**config.mk**
```make
export PLATFORM = sky130hd
export DESIGN_NAME = gpio_edge_irq_regs
export DESIGN_NICKNAME = d
export VERILOG_FILES = /design/src/verilog/gpio_regs_pkg.sv /design/src/verilog/edge_sampler.sv /design/src/verilog/gpio_edge_irq_regs.sv
export SDC_FILE = /design/constraint.sdc
export NUM_CORES = 1
export LEC_CHECK = 0
export CORE_ASPECT_RATIO = 1.25
export CORE_UTILIZATION = 41
export DETAILED_ROUTE_END_ITERATION = 8
export DONT_BUFFER_PORTS = 1
export GPL_TIMING_DRIVEN = 1
export PLACE_DENSITY_LB_ADDON = 0.15
export SETUP_SLACK_MARGIN = 0.4
export SYNTH_ARGS = -nofsm -noshare
export SYNTH_HDL_FRONTEND = slang
export SYNTH_SLANG_ARGS = --single-unit
```
**constraint.sdc**
```tcl
create_clock -name clk_i -period 10.55 [get_ports clk_i]
set_input_delay 0.5275 -clock clk_i [delete_from_list [all_inputs] [get_ports clk_i]]
set_output_delay 0.5275 -clock clk_i [all_outputs]
set_load 0.02 [all_outputs]
```
**src/verilog/gpio_regs_pkg.sv**
```systemverilog
// Constants shared by the I/O port register block and its testbench.
package gpio_regs_pkg;

  // Serial frame geometry, counted in serial bit clocks.
  localparam int unsigned FRAME_BITS   = 64;
  localparam int unsigned WORD_BITS    = 16;
  localparam int unsigned WORD_A_LAST  = 15;
  localparam int unsigned WORD_B_LAST  = 31;
  localparam int unsigned RD_LOAD_BIT  = 30;
  localparam int unsigned IDX_W        = 7;

  // Frame words, selected by bits 5:4 of the bit index.
  localparam logic [1:0] WORD_CMD      = 2'h0;
  localparam logic [1:0] WORD_WDATA    = 2'h1;
  localparam logic [1:0] WORD_RDATA    = 2'h2;

  // Command word fields: read flag and register address.
  localparam int unsigned CMD_READ_BIT = 15;
  localparam int unsigned CMD_ADDR_HI  = 14;
  localparam int unsigned CMD_ADDR_LO  = 11;
  localparam int unsigned ADDR_W       = 4;

  // Register addresses.
  localparam logic [3:0] ADDR_PIN_DATA = 4'h0;
  localparam logic [3:0] ADDR_PIN_DIR  = 4'h1;
  localparam logic [3:0] ADDR_RISE_EN  = 4'h2;
  localparam logic [3:0] ADDR_FALL_EN  = 4'h3;
  localparam logic [3:0] ADDR_IRQ_CS   = 4'h4;

  // Field positions and implemented-bit masks.
  localparam int unsigned PIN_COUNT    = 10;
  localparam int unsigned DRIVE_LOW_BIT = 15;
  localparam int unsigned SRC_CONV     = 11;
  localparam int unsigned SRC_TPX      = 12;
  localparam int unsigned SRC_TMX      = 13;
  localparam int unsigned SRC_TCLIP    = 14;
  localparam int unsigned SRC_ACLIP    = 15;
  localparam logic [15:0] PIN_MASK     = 16'h03FF;
  localparam logic [15:0] DIR_MASK     = 16'h83FF;
  localparam logic [15:0] IRQ_MASK     = 16'hFBFF;

  // Reset values.
  localparam logic [15:0] REG_RESET    = 16'h0000;

  // Write update delay, in serial clock periods after frame sync falls.
  localparam int unsigned UPDATE_TSIB  = 65;
  localparam int unsigned CLK_PERIOD_NS = 100;
  localparam int unsigned UPDATE_CYCLES =
    (UPDATE_TSIB * CLK_PERIOD_NS + CLK_PERIOD_NS - 1) / CLK_PERIOD_NS;
  localparam int unsigned UPD_W        = 7;

endpackage
```
**src/verilog/edge_sampler.sv**
```systemverilog
// Three-stage input sampler with agreement filter and edge pulses.
`timescale 1ns/1ps
module edge_sampler #(
  parameter int unsigned WIDTH = 16
) (
  // Clock and reset.
  input  wire logic             clk_i,
  input  wire logic             reset_i,
  // Raw inputs from outside the clock domain.
  input  wire logic [WIDTH-1:0] async_i,
  // Filtered level and one-cycle edge pulses.
  output logic      [WIDTH-1:0] level_o,
  output logic      [WIDTH-1:0] rise_o,
  output logic      [WIDTH-1:0] fall_o
);

  logic [WIDTH-1:0] s1_q;
  logic [WIDTH-1:0] s2_q;
  logic [WIDTH-1:0] s3_q;
  logic [WIDTH-1:0] level_d;

  // A bit only moves once the second and third stages agree on it.
  assign level_d = (s2_q & s3_q) | (level_o & (s2_q | s3_q));

  // Sampler chain; the first stage feeds only the second.
  always_ff @(posedge clk_i or posedge reset_i) begin
    if (reset_i) begin
      s1_q    <= '0;
      s2_q    <= '0;
      s3_q    <= '0;
      level_o <= '0;
      rise_o  <= '0;
      fall_o  <= '0;
    end else begin
      s1_q    <= async_i;
      s2_q    <= s1_q;
      s3_q    <= s2_q;
      level_o <= level_d;
      rise_o  <= level_d & ~level_o;
      fall_o  <= ~level_d & level_o;
    end
  end

endmodule

```
**src/verilog/gpio_edge_irq_regs.sv**
```systemverilog
// Ten-pin I/O port with edge interrupt status, reached over the serial bus.
`timescale 1ns/1ps
module gpio_edge_irq_regs
  import gpio_regs_pkg::*;
#(
  parameter int unsigned PINS = PIN_COUNT
) (
  // Serial bit clock and device reset.
  input  wire logic            clk_i,
  input  wire logic            reset_i,
  // Serial interface bus.
  input  wire logic            serial_frame_sync_i,
  input  wire logic            serial_data_input_i,
  output logic                 serial_data_output_o,
  output logic                 serial_data_output_oe_o,
  // General purpose pins.
  input  wire logic [PINS-1:0] io_pin_i,
  output logic      [PINS-1:0] io_pin_o,
  output logic      [PINS-1:0] io_pin_oe_o,
  // Other interrupt sources.
  input  wire logic            conv_ready_i,
  input  wire logic            touch_plus_x_line_i,
  input  wire logic            touch_minus_x_line_i,
  input  wire logic            tel_clip_i,
  input  wire logic            aud_clip_i
);

  // Frame tracking.
  logic             active_q;
  logic [IDX_W-1:0] cnt_q;
  logic [15:0]      shift_q;
  logic [15:0]      cmd_q;
  logic [15:0]      wdata_q;
  logic [15:0]      rd_word_q;
  logic             wr_pend_q;
  logic             sync_prev_q;
  // Write update timer.
  logic             upd_run_q;
  logic [UPD_W-1:0] upd_cnt_q;
  // Registers.
  logic [15:0]      data_q;
  logic [15:0]      dir_q;
  logic [15:0]      rise_en_q;
  logic [15:0]      fall_en_q;
  logic [15:0]      status_q;
  logic [15:0]      clr_last_q;

  // Sampled sources and their edges. Bit ten is a spare slot that never
  // toggles, so its enables and its flag always read as zero.
  logic [15:0]      src_raw;
  logic [15:0]      src_level;
  logic [15:0]      src_rise;
  logic [15:0]      src_fall;

  // Bit index of the current cycle, and of the next one. The output side
  // works one bit ahead, so that its flops present each bit for a full
  // clock period and the controller samples a settled line.
  wire              frame_bit;
  wire [IDX_W-1:0]  bit_idx;
  wire [IDX_W-1:0]  nxt_idx;
  wire              nxt_in_frame;
  wire [1:0]        nxt_word;
  wire [ADDR_W-1:0] cmd_addr;
  wire              cmd_read;
  wire [15:0]       cmd_word;
  wire              sync_fall;
  wire              commit;
  wire [15:0]       clr_pulse;
  wire [15:0]       irq_set;
  wire [15:0]       status_d;
  wire              dout_d;
  wire              oe_d;

  // Register read selection; unmapped addresses read as zero. Only the
  // implemented bits are passed, so a read never shows a bit that no
  // write could have set. The selection is a function so that the field
  // masks live in one place.
  function automatic logic [15:0] read_reg(input logic [ADDR_W-1:0] a,
                                           input logic [15:0] lvl,
                                           input logic [15:0] dir,
                                           input logic [15:0] ren,
                                           input logic [15:0] fen,
                                           input logic [15:0] sts);
    logic [15:0] r;
    r = 16'h0000;
    case (a)
      ADDR_PIN_DATA: r = lvl & PIN_MASK;
      ADDR_PIN_DIR:  r = dir & DIR_MASK;
      ADDR_RISE_EN:  r = ren & IRQ_MASK;
      ADDR_FALL_EN:  r = fen & IRQ_MASK;
      ADDR_IRQ_CS:   r = sts & IRQ_MASK;
      default:       r = 16'h0000;
    endcase
    return r;
  endfunction

  // Source vector: pins low, bit ten unused, then the five other sources.
  // Its bit order matches the enable and status registers, so one mask
  // and one set of edge terms serves every source alike.
  assign src_raw = {aud_clip_i, tel_clip_i, touch_minus_x_line_i,
                    touch_plus_x_line_i, conv_ready_i,
                    {(SRC_CONV - PINS){1'b0}}, io_pin_i};

  // All sources pass the three-stage sampler before edge detection. The
  // pins and the analogue status lines are not timed to the serial clock,
  // so a single flop could pass on a metastable value, and a one-cycle
  // glitch would otherwise count as two edges.
  edge_sampler #(
    .WIDTH (16)
  ) u_sampler (
    .clk_i   (clk_i),
    .reset_i (reset_i),
    .async_i (src_raw),
    .level_o (src_level),
    .rise_o  (src_rise),
    .fall_o  (src_fall)
  );

  // Frame position decode; a sampled sync marks bit zero. The sync level
  // is used directly rather than through the counter, so bit zero needs
  // no earlier state and back-to-back frames restart cleanly. The read
  // flag and address come from the latched command word.
  assign frame_bit    = serial_frame_sync_i | active_q;
  assign bit_idx      = serial_frame_sync_i ? '0 : cnt_q;
  assign nxt_idx      = bit_idx + 7'h01;
  assign nxt_in_frame = frame_bit && (nxt_idx < IDX_W'(FRAME_BITS));
  assign nxt_word     = nxt_idx[5:4];
  assign cmd_word     = {shift_q[14:0], serial_data_input_i};
  assign cmd_addr     = cmd_q[CMD_ADDR_HI:CMD_ADDR_LO];
  assign cmd_read     = cmd_q[CMD_READ_BIT];

  // Frame counter runs from the sync bit to the last bit of the frame.
  // A sync seen in mid-frame restarts the count; the controller owns the
  // framing and the block simply follows it.
  always_ff @(posedge clk_i or posedge reset_i) begin
    if (reset_i) begin
      active_q <= 1'b0;
      cnt_q    <= '0;
    end else if (serial_frame_sync_i) begin
      active_q <= 1'b1;
      cnt_q    <= 7'h01;
    end else if (active_q) begin
      active_q <= (cnt_q != IDX_W'(FRAME_BITS - 1));
      cnt_q    <= cnt_q + 7'h01;
    end
  end

  // Input bits shift in MSB first; words latch at their last bit. The
  // last bit is taken straight from the input pin, so each word is whole
  // in the very cycle that ends it and no extra cycle is lost.
  always_ff @(posedge clk_i or posedge reset_i) begin
    if (reset_i) begin
      shift_q <= 16'h0000;
      cmd_q   <= 16'h0000;
      wdata_q <= 16'h0000;
    end else if (frame_bit) begin
      shift_q <= cmd_word;
      if (bit_idx == IDX_W'(WORD_A_LAST)) begin
        cmd_q <= cmd_word;
      end
      if (bit_idx == IDX_W'(WORD_B_LAST)) begin
        wdata_q <= cmd_word;
      end
    end
  end

  // Read data is captured one bit early so its MSB leaves on time. The
  // snapshot stays frozen for the whole read word, so a flag that sets
  // while the word shifts out shows in the next read, never half-way.
  always_ff @(posedge clk_i or posedge reset_i) begin
    if (reset_i) begin
      rd_word_q <= 16'h0000;
    end else if (frame_bit && bit_idx == IDX_W'(RD_LOAD_BIT)) begin
      rd_word_q <= read_reg(cmd_addr, src_level, dir_q, rise_en_q,
                            fall_en_q, status_q);
    end
  end

  // Serial output: read word in word three, word two per drive bit.
  // Outside a frame and in bit zero the line is released, so another
  // device on the same bus can own it between frames. The command and
  // pad words are driven low to keep the line from floating.
  assign dout_d = nxt_in_frame && (nxt_word == WORD_RDATA) &&
                  rd_word_q[~nxt_idx[3:0]];
  assign oe_d   = nxt_in_frame &&
                  ((nxt_word != WORD_WDATA) || dir_q[DRIVE_LOW_BIT]);

  // Output flops for the serial data line. Both leave reset released,
  // so the bus is not fought over while the device comes up.
  always_ff @(posedge clk_i or posedge reset_i) begin
    if (reset_i) begin
      serial_data_output_o    <= 1'b0;
      serial_data_output_oe_o <= 1'b0;
    end else begin
      serial_data_output_o    <= dout_d;
      serial_data_output_oe_o <= oe_d;
    end
  end

  // A write stays pending from its data word until the update instant.
  // A read frame that arrives first clears it, so an abandoned write
  // never lands later on the register that the read addressed.
  always_ff @(posedge clk_i or posedge reset_i) begin
    if (reset_i) begin
      wr_pend_q <= 1'b0;
    end else if (frame_bit && bit_idx == IDX_W'(WORD_B_LAST)) begin
      wr_pend_q <= ~cmd_read;
    end else if (commit) begin
      wr_pend_q <= 1'b0;
    end
  end

  // Update timer starts on the falling edge of frame sync. A new frame
  // restarts it, so a write lands only once the whole update delay has
  // passed since the last sync fall; frames sent closer than that hold it off.
  assign sync_fall = sync_prev_q & ~serial_frame_sync_i;
  assign commit    = upd_run_q && wr_pend_q &&
                     (upd_cnt_q == UPD_W'(UPDATE_CYCLES));

  // Counts clocks from the sync fall; the write lands on the last one.
  // The timer stops one count past its end value, so it can never wrap round into a
  // second commit of the same word.
  always_ff @(posedge clk_i or posedge reset_i) begin
    if (reset_i) begin
      sync_prev_q <= 1'b0;
      upd_run_q   <= 1'b0;
      upd_cnt_q   <= '0;
    end else begin
      sync_prev_q <= serial_frame_sync_i;
      if (sync_fall) begin
        upd_run_q <= 1'b1;
        upd_cnt_q <= 7'h01;
      end else if (upd_run_q) begin
        upd_run_q <= (upd_cnt_q != UPD_W'(UPDATE_CYCLES));
        upd_cnt_q <= upd_cnt_q + 7'h01;
      end
    end
  end

  // Control registers; only implemented bits hold a value. The status
  // address is handled by the clear logic below, not here, and writes to
  // unmapped addresses are ignored.
  always_ff @(posedge clk_i or posedge reset_i) begin
    if (reset_i) begin
      data_q    <= REG_RESET;
      dir_q     <= REG_RESET;
      rise_en_q <= REG_RESET;
      fall_en_q <= REG_RESET;
    end else if (commit) begin
      case (cmd_addr)
        ADDR_PIN_DATA: data_q    <= wdata_q & PIN_MASK;
        ADDR_PIN_DIR:  dir_q     <= wdata_q & DIR_MASK;
        ADDR_RISE_EN:  rise_en_q <= wdata_q & IRQ_MASK;
        ADDR_FALL_EN:  fall_en_q <= wdata_q & IRQ_MASK;
        default: begin
        end
      endcase
    end
  end

  // Pin drivers follow the data and direction registers. They are
  // flopped once more so that every top-level output comes from a
  // register, at the cost of one clock of latency after the update.
  always_ff @(posedge clk_i or posedge reset_i) begin
    if (reset_i) begin
      io_pin_o    <= '0;
      io_pin_oe_o <= '0;
    end else begin
      io_pin_o    <= data_q[PINS-1:0];
      io_pin_oe_o <= dir_q[PINS-1:0];
    end
  end

  // Clear pulses fire only on a zero-to-one change of a written bit.
  // Software that wants to clear a flag twice must write a zero in
  // between; writing the same word again leaves every flag alone.
  assign clr_pulse = (commit && cmd_addr == ADDR_IRQ_CS) ?
                     (wdata_q & ~clr_last_q & IRQ_MASK) :
                     16'h0000;

  // Enabled edges set flags; pins, converter, touch lines and clips alike.
  // With both enables of a source clear, its edges are simply lost; they
  // are not remembered for a later enable.
  assign irq_set = ((src_rise & rise_en_q) |
                    (src_fall & fall_en_q)) &
                   IRQ_MASK;

  // Flags are sticky, and a set in the clearing cycle wins. Losing an
  // edge that arrives together with its clear would hide an event from
  // software, while a spare flag only costs one more read.
  for (genvar b = 0; b < 16; b++) begin : g_flag
    assign status_d[b] = irq_set[b] | (status_q[b] & ~clr_pulse[b]);
  end

  // Status flags and the last written clear value. The clear value is
  // kept so that the next write can be compared with it bit by bit.
  always_ff @(posedge clk_i or posedge reset_i) begin
    if (reset_i) begin
      status_q   <= REG_RESET;
      clr_last_q <= REG_RESET;
    end else begin
      status_q <= status_d;
      if (commit && cmd_addr == ADDR_IRQ_CS) begin
        clr_last_q <= wdata_q & IRQ_MASK;
      end
    end
  end

endmodule

```
==> impl_metrics.py, run 1 <==
metrics = {
    "synth": {
        "synth_edf_count": 0,
        "netlist_area_mm2": 0.00983,
        "syn_inst": 691,
        "yosysMostFrequentCell": "dfrtp_1",
        "syn_avg_cell_area_um2": 14.2,
        "synth_area_leaders": "dfrtp_1, mux2_2, a222oi_1",
        "netlist.area_leader.share_pct": 66.5,
        "synth_seq_area_share_pct": 66.5,
        "yosys.area.top_type": "dfrtp_1",
        "async_reset_ff_share_pct": 100,
        "synth_commonest_cells": "dfrtp_1, mux2_2, nand2_1",
        "synth_fp_nets": 715,
        "synth_cell_type_count": 53,
        "synth_seq_cells": 261,
        "synth_flop_cell": "dfrtp_1",
        "ys_warn_count": 0,
    },
    "drt": {
        "first_pass_iters": 5,
        "vias": 5517,
        "vias_per_cell": 5.41,
        "routed_wl_mm": 19.0,
        "drc": 0,
        "first_iter_violations": 297,
        "ant_nets": 0,
        "wire_per_inst_um": 18.6,
    },
    "placement": {
        "gp_congestion": 0.760,
        "hpwlAfterDp_mm": 11.8,
        "io_buffers": 0,
        "place_area_mm2": 0.0101,
    },
    "critical_path": {
        "crit_path_end_kind": "register",
        "crit_required_ns": 10.96,
        "setup.worst_path.start_class": "register",
        "cp_slowest_cell": "nor2b_1",
        "timing_worst_setup_path_type": "reg2reg",
        "cp.arrival_ns": 3.61,
        "cp_cell_sequence": "nor2b_1 > ha_1 > nand3_1 > nor2_1 > nand2_1 > mux2_2",
        "path_max_fanout": 17,
        "slowest_delay_ns": 0.77,
    },
    "global_route": {
        "grt_max_degree": 131,
        "grt_pass1_wl_mm": 31.7,
        "antenna_found_initial": 0,
        "grt_util_all_layers_pct": 16.5,
        "grt_pass1_vias": 5889,
        "grt_overflow_total": 0,
    },
    "floorplan": {
        "start_util_pct": 41.6,
        "dieArea_mm2": 0.0246,
        "io_pins": 41,
        "die-height_um": 175,
        "placementRows": 63,
        "core_mm2": 0.0236,
        "die_x_um": 140,
    },
    "timing": {
        "worst_pin_slew_ns": 1.23,
        "slew_violations": 0,
        "period_share_pct": 30.3,
        "finalCriticalPeriod_ns": 3.20,
        "max_freq_mhz": 312,
        "rsz0062_at_grt": "no",
        "fin_skew_ns": 0.0216,
        "setup_viol": 0,
        "finalHoldViolCount": 0,
        "tns_ns": 0,
        "slew_headroom_pct": 17.8,
    },
    "power_and_ir_drop": {
        "p_leak_uw": 0.00522,
        "pwr_density_cell_mw_per_mm2": 187,
        "ir_worst_vdd_v": 0.000127,
    },
    "cts": {
        "cts_setup_buffers": 0,
        "clk_pin_slew_ns": 0.06,
        "clk_latency_ns": 0.54,
        "cts-buffers-inserted": 26,
        "cts_hold_buf": 8,
        "tritoncts": "yes",
        "cts-resized-gates": 0,
        "cts_buffer_depth": 3,
        "cts_sinks": 261,
        "htree_levels": 1,
        "root_buffer": "clkbuf_16",
    },
    "min_path": {
        "min-delay-path-class": "in2async",
    },
    "run": {
        "drv_cap": 0,
    },
    "layout": {
        "num_antenna_cells": 0,
        "fin_util_pct": 46.9,
        "drive_gt1_share_pct": 23.1,
        "nets": 733,
        "final_area_mm2": 0.0111,
        "area_delta_synth_final_pct": 12.8,
    },
    "run_status": {
        "outcome": "complete, no violations",
    },
}
cells in the final DEF, fill, tap and decap left out, drive strengths merged, types with 3 or more instances in the layout:
master and count:
clkinv 5, xor2 9, nand3 4, ha 5, nand2 52, clkbuf 36, nor3b 17, nor4b 3
bufinv 3, nand2b 3, or3 4, o21ai 20, nor4 3, nand3b 15, mux2 102, nor2b 4
inv 23, nor2 37, a21oi 7, maj3 5, dfrtp 261, nand4 8, mux2i 6, a22oi 10
xnor2 4, dlygate4sd3 8, buf 9, a22o 11, a222oi 29
per-layer routing:
metal	vias up	track usage, %	part of all wire, %
met3	36	2.88	4.2
met2	102	27.8	50
li1	2523	-	-
met1	2856	21.4	43
met5	-	0	0
met4	0	6.07	2.7
worst paths after layout:
path	startpoint	end	slack, ns	cells past startpoint
worst max-delay path	cnt_q[0]	wdata_q[15]	7.35	6
worst min-delay path	reset_i	u_sampler.s1_q[5]	0.03	1
worst max register to register	cnt_q[0]	wdata_q[15]	7.35	6
worst min register to register	u_sampler.s1_q[6]	u_sampler.s2_q[6]	0.35	0
max in group asynchronous	reset_i	u_sampler.s3_q[11]	9.08	2
min in group clk_i	conv_ready_i	u_sampler.s1_q[11]	0.03	0
critical path, delay by kind of cell (launching register included):
family | cells | cell delay [ns]
simple gates | 4 | 1.59
flops | 1 | 0.50
fa+ha+maj | 1 | 0.50
mux | 1 | 0.47
power breakdown:
part	switching [µW]	internal [µW]
combinational	47.4	31.1
sequential	28.6	1030
clock	373	555
logic make-up after synthesis:
logic type	count (synthesis)	share of synthesized area (%)
DFF	261	66.5
AOI/OAI and AO/OA	86	6.74
adders and majority gates	10	1.15
xor gates and xnor gates	13	1.16
buffers and inverters	50	2.36
and+or+nand+nor	161	9.38
muxes	110	12.8
area by class of cell:
| cell class | count | area, µm² |
|---|---|---|
| Multi-Input combinational cell | 380 | 3080 |
| Timing Repair Buffer | 17 | 148 |
| Sequential cell | 261 | 6530 |
| Inverter | 23 | 93.8 |
| Clock buffer | 36 | 728 |
| Tap cell | 292 | 365 |
| Fill cell | 2076 | 12600 |
| Clock inverter | 10 | 141 |
metrics by stage:
stage,worst slack (ns),hold slack (ns),cells,power [µW]
6_report,7.35,0.0261,1019,2070
2_1_floorplan,2.84,0.331,691,1130
5_1_grt,7.06,0.00342,1019,2150
3_5_place_dp,7.40,0.335,965,1160
4_1_cts,7.35,0.00164,1019,2100
3_3_place_gp,7.52,0.331,965,1150
flip-flops by register name, summed over array words and instances, names as in the netlist, 5 cells and up:
name               flops
clr_last_q            15
fall_en_q             15
rd_word_q             15
rise_en_q             15
shift_q               15
status_q              15
u_sampler.fall_o      15
u_sampler.level_o     15
u_sampler.rise_o      15
u_sampler.s1_q        15
u_sampler.s2_q        15
u_sampler.s3_q        15
wdata_q               15
dir_q                 11
data_q                10
io_pin_o              10
io_pin_oe_o           10
cnt_q                  7
upd_cnt_q              7
cmd_q                  5
Note: power is estimated with default switching activity, not from simulation.
==> run 2: changes to the inputs <==
==> constraint.sdc (replaced) <==
create_clock -name clk_i -period 2.8 [get_ports clk_i]
set_input_delay 0.14 -clock clk_i [delete_from_list [all_inputs] [get_ports clk_i]]
set_output_delay 0.14 -clock clk_i [all_outputs]
set_load 0.02 [all_outputs]
==> run 2 against run 1 <==
  * Maximum frequency is 40% higher
  * Clock-buffer cell count increased by 1
  * Register-to-register slack worse by 6.8 ns
  * First-iteration DRC count grew 25%
  * Setup slack got worse by 6.8 ns
  * Sequential power rose to 3.8 times the previous value
  * Cell count increased by 2.2%
  * Critical path depth did not move
  * Global-route usage is essentially flat
  * Power grew to 3.8 times the previous value
  * Die area unchanged
  * Clock power rose to 3.8 times the previous value
  * Critical endpoint is now rise_en_q[0]
  * Largest power group unchanged
==> impl_metrics.py, run 2 (same netlist as run 1, synthesis figures left out) <==
metrics = {
    "run_status": {
        "outcome": "complete, no violations",
    },
    "floorplan": {
        "dieArea_mm2": 0.0246,
        "die_x_um": 140,
        "start_util_pct": 41.6,
        "core_mm2": 0.0236,
        "placementRows": 63,
        "die-height_um": 175,
        "io_pins": 41,
    },
    "layout": {
        "area_delta_synth_final_pct": 15.8,
        "drive_gt1_share_pct": 24.7,
        "final_cell_mix": "dfrtp_1, mux2_2, nand2_1",
        "nets": 755,
        "final_area_mm2": 0.0114,
        "layout_commonest_cell": "dfrtp_1",
        "num_antenna_cells": 0,
    },
    "power_and_ir_drop": {
        "ir_worst_vdd_v": 0.000524,
        "pwr_density_cell_mw_per_mm2": 690,
        "p_leak_uw": 0.00535,
    },
    "cts": {
        "cts_sinks": 261,
        "cts_buffer_depth": 3,
        "clk_pin_slew_ns": 0.06,
        "cts-buffers-inserted": 27,
        "htree_levels": 1,
        "tritoncts": "yes",
        "clk_latency_ns": 0.53,
        "root_buffer": "clkbuf_16",
    },
    "global_route": {
        "grt_pass1_vias": 5798,
        "grt_pass1_wl_mm": 31.7,
        "antenna_found_initial": 0,
        "grt_max_degree": 110,
        "grt_util_all_layers_pct": 16.5,
        "grt_overflow_total": 0,
    },
    "critical_path": {
        "setup.worst_path.start_class": "register",
        "cp_cell_sequence": "or4b_4 > nor2_2 > nand3_2 > nor2_4 > buf_12 > mux2_2",
        "cp_slowest_cell": "or4b_4",
        "path_max_fanout": 9,
        "crit_required_ns": 3.21,
        "crit_path_end_kind": "register",
        "r2r_setup_slack_ns": 0.51,
        "cp.arrival_ns": 2.70,
        "crit_family": "simple AND/OR/NAND/NOR gates",
        "timing_worst_setup_path_type": "reg2reg",
        "timing.critical_path.buf_inv": 1,
        "slowest_delay_ns": 0.58,
    },
    "timing": {
        "slew_violations": 0,
        "max_freq_mhz": 436,
        "finalHoldViolCount": 0,
        "setup_ws_ns": 0.508,
        "slew_headroom_pct": 52.9,
        "rsz0062_at_grt": "no",
        "finalCriticalPeriod_ns": 2.29,
        "fin_skew_ns": 0.0122,
        "period_share_pct": 81.9,
        "worst_pin_slew_ns": 0.705,
        "whs_ns": 0.0294,
        "setup_viol": 0,
    },
    "drt": {
        "vias_per_cell": 5.39,
        "ant_nets": 0,
        "wire_per_inst_um": 18.6,
        "first_pass_iters": 6,
        "first_iter_violations": 371,
        "drc": 0,
        "vias": 5607,
        "routed_wl_mm": 19.4,
    },
    "placement": {
        "hpwlAfterDp_mm": 12.3,
        "place_area_mm2": 0.0103,
        "gp_congestion": 0.760,
        "io_buffers": 0,
        "dpl_worst_slack_ns": 0.443,
    },
    "run": {
        "drv_cap": 0,
    },
    "min_path": {
        "min-delay-path-class": "in2reg",
    },
}
[run 2: per-layer routing]
metal	wire, µm	up-vias	global-route usage (%)
li1	-	2568	-
met1	8450	2927	21.6
met2	9910	89	28.6
met3	710	23	2.60
met4	290	0	4.44
met5	0	-	0
[run 2: path summary, 6_finish.rpt]
path	start	depth (start not counted)	to
worst max register to register	upd_cnt_q[4]	6	rise_en_q[0]
worst min-delay path	serial_frame_sync_i	4	serial_data_output_o
worst min register to register	u_sampler.s1_q[1]	0	u_sampler.s2_q[1]
min in group asynchronous	reset_i	2	u_sampler.rise_o[4]
worst max-delay path	upd_cnt_q[4]	6	rise_en_q[0]
max in group asynchronous	reset_i	3	cmd_q[14]
[run 2: what timing repair did]
action | 4_1_cts | 5_1_grt
hold endpoints to repair | 153 | 0
setup endpoints to repair | 0 | 16
setup buffers | 0 | 1
hold buffers | 18 | 0
resized for setup | 0 | 3
[run 2: stage by stage]
stage,power (µW),utilization (%),setup TNS (ns),instances
2_1_floorplan,4270,-,-203.99,691
3_3_place_gp,4350,43.4,0,975
3_5_place_dp,4370,43.4,0,975
4_1_cts,7990,48.0,0,1040
5_1_grt,8200,48.1,0,1041
6_report,7850,48.1,0,1041
[run 2: worst register-to-register path, cell delays in order, from the launching register on]
cell and delay [ns]:
dfrtp_1 0.42, or4b_4 0.58, nor2_2 0.17, nand3_2 0.21, nor2_4 0.29, buf_12 0.18
mux2_2 0.34
[run 2: power breakdown]
part	internal [µW]	switching (µW)
logic	133	183
registers	3890	106
clock network	2130	1410
[run 2: area by class of cell]
cell class,count,area [µm²]
clock buffers,37,783
clock inverters,10,110
fillers,2099,12300
inverters,23,90.1
multi-input cells,380,3090
flip-flops and latches,261,6530
well taps,292,365
repair buffers,38,405
==> run 3: changes to the inputs <==
==> constraint.sdc (replaced) <==
create_clock -name clk_i -period 2.2 [get_ports clk_i]
set_input_delay 0.11 -clock clk_i [delete_from_list [all_inputs] [get_ports clk_i]]
set_output_delay 0.11 -clock clk_i [all_outputs]
set_load 0.02 [all_outputs]
==> run 3 against run 2 <==
  * Clock skew shrank 0.0023 ns
  * Critical path depth did not move
  * Combinational power rose by 53%
  * First-iteration DRC count rose by 5.1%
  * Maximum frequency increased by 6.7%
  * Hold slack improved by 0.00090 ns
  * Routed wire length rose by 12%
  * Flip-flop and latch count unchanged
  * Via count rose by 3.7%
  * Critical path type unchanged
==> impl_metrics.py, run 3 (same netlist as run 1, synthesis figures left out) <==
metrics = {
    "run_status": {
        "outcome": "complete, no violations",
    },
    "critical_path": {
        "cp_cell_sequence": "or4b_4 > nor4_4 > buf_6 > buf_12 > buf_16 > mux2_4",
        "crit_path_end_kind": "register",
        "crit_required_ns": 2.60,
        "cp.arrival_ns": 2.55,
        "cp_slowest_cell": "or4b_4",
        "slowest_delay_ns": 0.58,
        "setup.worst_path.start_class": "register",
        "timing_worst_setup_path_type": "reg2reg",
        "path_max_fanout": 8,
    },
    "floorplan": {
        "start_util_pct": 41.6,
        "core_mm2": 0.0236,
        "io_pins": 41,
        "placementRows": 63,
        "die_x_um": 140,
        "die-height_um": 175,
        "dieArea_mm2": 0.0246,
    },
    "layout": {
        "fin_util_pct": 52.1,
        "num_antenna_cells": 0,
        "drive_gt1_share_pct": 30.8,
        "nets": 792,
        "final_cell_mix": "dfrtp_1, mux2_4, nand2_1",
        "layout_commonest_cell": "dfrtp_1",
        "area_delta_synth_final_pct": 25.3,
        "finalNonFillerCells": 1080,
    },
    "drt": {
        "first_iter_violations": 390,
        "vias_per_cell": 5.39,
        "routed_wl_mm": 21.7,
        "drc": 0,
        "vias": 5816,
        "ant_nets": 0,
        "first_pass_iters": 6,
        "wire_per_inst_um": 20.1,
    },
    "timing": {
        "slew_headroom_pct": 44.1,
        "setup_viol": 0,
        "finalHoldViolCount": 0,
        "period_share_pct": 97.7,
        "fin_skew_ns": 0.00991,
        "rsz0062_at_grt": "yes",
        "finalCriticalPeriod_ns": 2.15,
        "worst_pin_slew_ns": 0.836,
        "slew_violations": 0,
        "max_freq_mhz": 465,
    },
    "global_route": {
        "grt_util_all_layers_pct": 18.3,
        "grt_max_degree": 120,
        "grt_overflow_total": 0,
        "grt_pass1_vias": 6205,
        "grt_pass1_wl_mm": 34.8,
        "antenna_found_initial": 0,
    },
    "cts": {
        "root_buffer": "clkbuf_16",
        "htree_levels": 1,
        "tritoncts": "yes",
        "clk_latency_ns": 0.53,
        "cts_buffer_depth": 3,
        "cts-buffers-inserted": 27,
        "cts_sinks": 261,
        "clk_pin_slew_ns": 0.06,
    },
    "placement": {
        "dpl.cell_count": 986,
        "io_buffers": 0,
        "hpwlAfterDp_mm": 12.6,
        "gp_congestion": 0.757,
    },
    "power_and_ir_drop": {
        "ir_worst_vdd_v": 0.000526,
        "p_leak_uw": 0.00571,
        "pwr_density_cell_mw_per_mm2": 823,
    },
    "run": {
        "drv_cap": 0,
    },
    "min_path": {
        "min-delay-path-class": "in2reg",
    },
}
==> run 3: cell types whose count changed in the layout (fill, tap and decap cells not counted), moves of 3 or more <==
| cell | before | now |
|---|---|---|
| mux2_2 | 100 | 17 |
| nand2_1 | 52 | 47 |
| o21ai_1 | 0 | 5 |
| buf_4 | 14 | 31 |
| nor2_1 | 32 | 29 |
| clkbuf_8 | 7 | 3 |
| nand2_2 | 0 | 4 |
| buf_12 | 6 | 9 |
| buf_6 | 0 | 12 |
| mux2_4 | 0 | 85 |
| nor2_4 | 3 | 8 |
| o21ai_0 | 20 | 14 |
==> run 3: final timing paths <==
check                                     from  slack (ns)  cells past startpoint              endpoint
min in group asynchronous              reset_i        0.04                      2  u_sampler.level_o[8]
min                        serial_frame_sync_i        0.03                      4  serial_data_output_o
max                               upd_cnt_q[5]        0.05                      6         clr_last_q[9]
max reg2reg                       upd_cnt_q[5]        0.05                      6         clr_last_q[9]
min reg2reg                  u_sampler.s1_q[8]        0.35                      0     u_sampler.s2_q[8]
max in group asynchronous              reset_i        1.24                      3          rise_en_q[7]
==> run 3: through the flow <==
step / setup slack (ns) / power (µW) / cell area (µm²) / TNS [ns] / hold slack [ns]
6_report: 0.0516 / 10100 / 12300 / 0 / 0.0303
5_1_grt: 0.00538 / 10500 / 12300 / 0 / 0.0354
4_1_cts: 0.0614 / 10300 / 12200 / 0 / 0.00649
3_5_place_dp: 0.0244 / 5600 / 10800 / 0 / -0.0223
3_3_place_gp: 0.0945 / 5580 / 10800 / 0 / -0.0200
2_1_floorplan: -1.35 / 5460 / 10300 / -352.76 / 0.141
==> run 3: power by group <==
group | internal [µW] | leakage, µW | switching [µW] | total [µW]
Sequential | 4950 | 0.00342 | 118 | 5070
Clock | 2720 | 0.000436 | 1850 | 4570
Combinational | 207 | 0.00185 | 275 | 482
Total | 7880 | 0.00571 | 2250 | 10100
==> run 3: layout make-up <==
type / instances / area (µm²)
multi-input combinational: 382 / 3620
sequential: 261 / 6530
tap: 292 / 365
timing repair buffer: 73 / 808
clock inverter: 14 / 164
fill: 1991 / 11300
inverter: 23 / 90.1
clock buffer: 35 / 736
==> run 3: repair_timing <==
item                                    4_1_cts  5_1_grt
pin swaps                                    16       16
gates cloned                                  4        1
gates resized for setup                      24        7
hold endpoints to repair                    307        0
setup buffers                                19        3
endpoints found under the setup margin      118      118
hold buffers                                 18        0
==> run 3: layer usage <==
| layer | routed length [µm] | global-route usage (%) | part of all wire (%) |
|---|---|---|---|
| met3 | 805 | 2.69 | 3.7 |
| met2 | 10700 | 31.1 | 49 |
| met4 | 653 | 5.71 | 3.0 |
| met1 | 9500 | 24.2 | 44 |
| met5 | 0 | 0 | 0 |
==> run 3: worst max-delay path: cells and delay by family (launching register included) <==
| kind | cells | cell delay (ns) |
|---|---|---|
| flops | 1 | 0.37 |
| mux | 1 | 0.31 |
| simple gates | 2 | 0.88 |
| buf+inv | 3 | 0.46 |
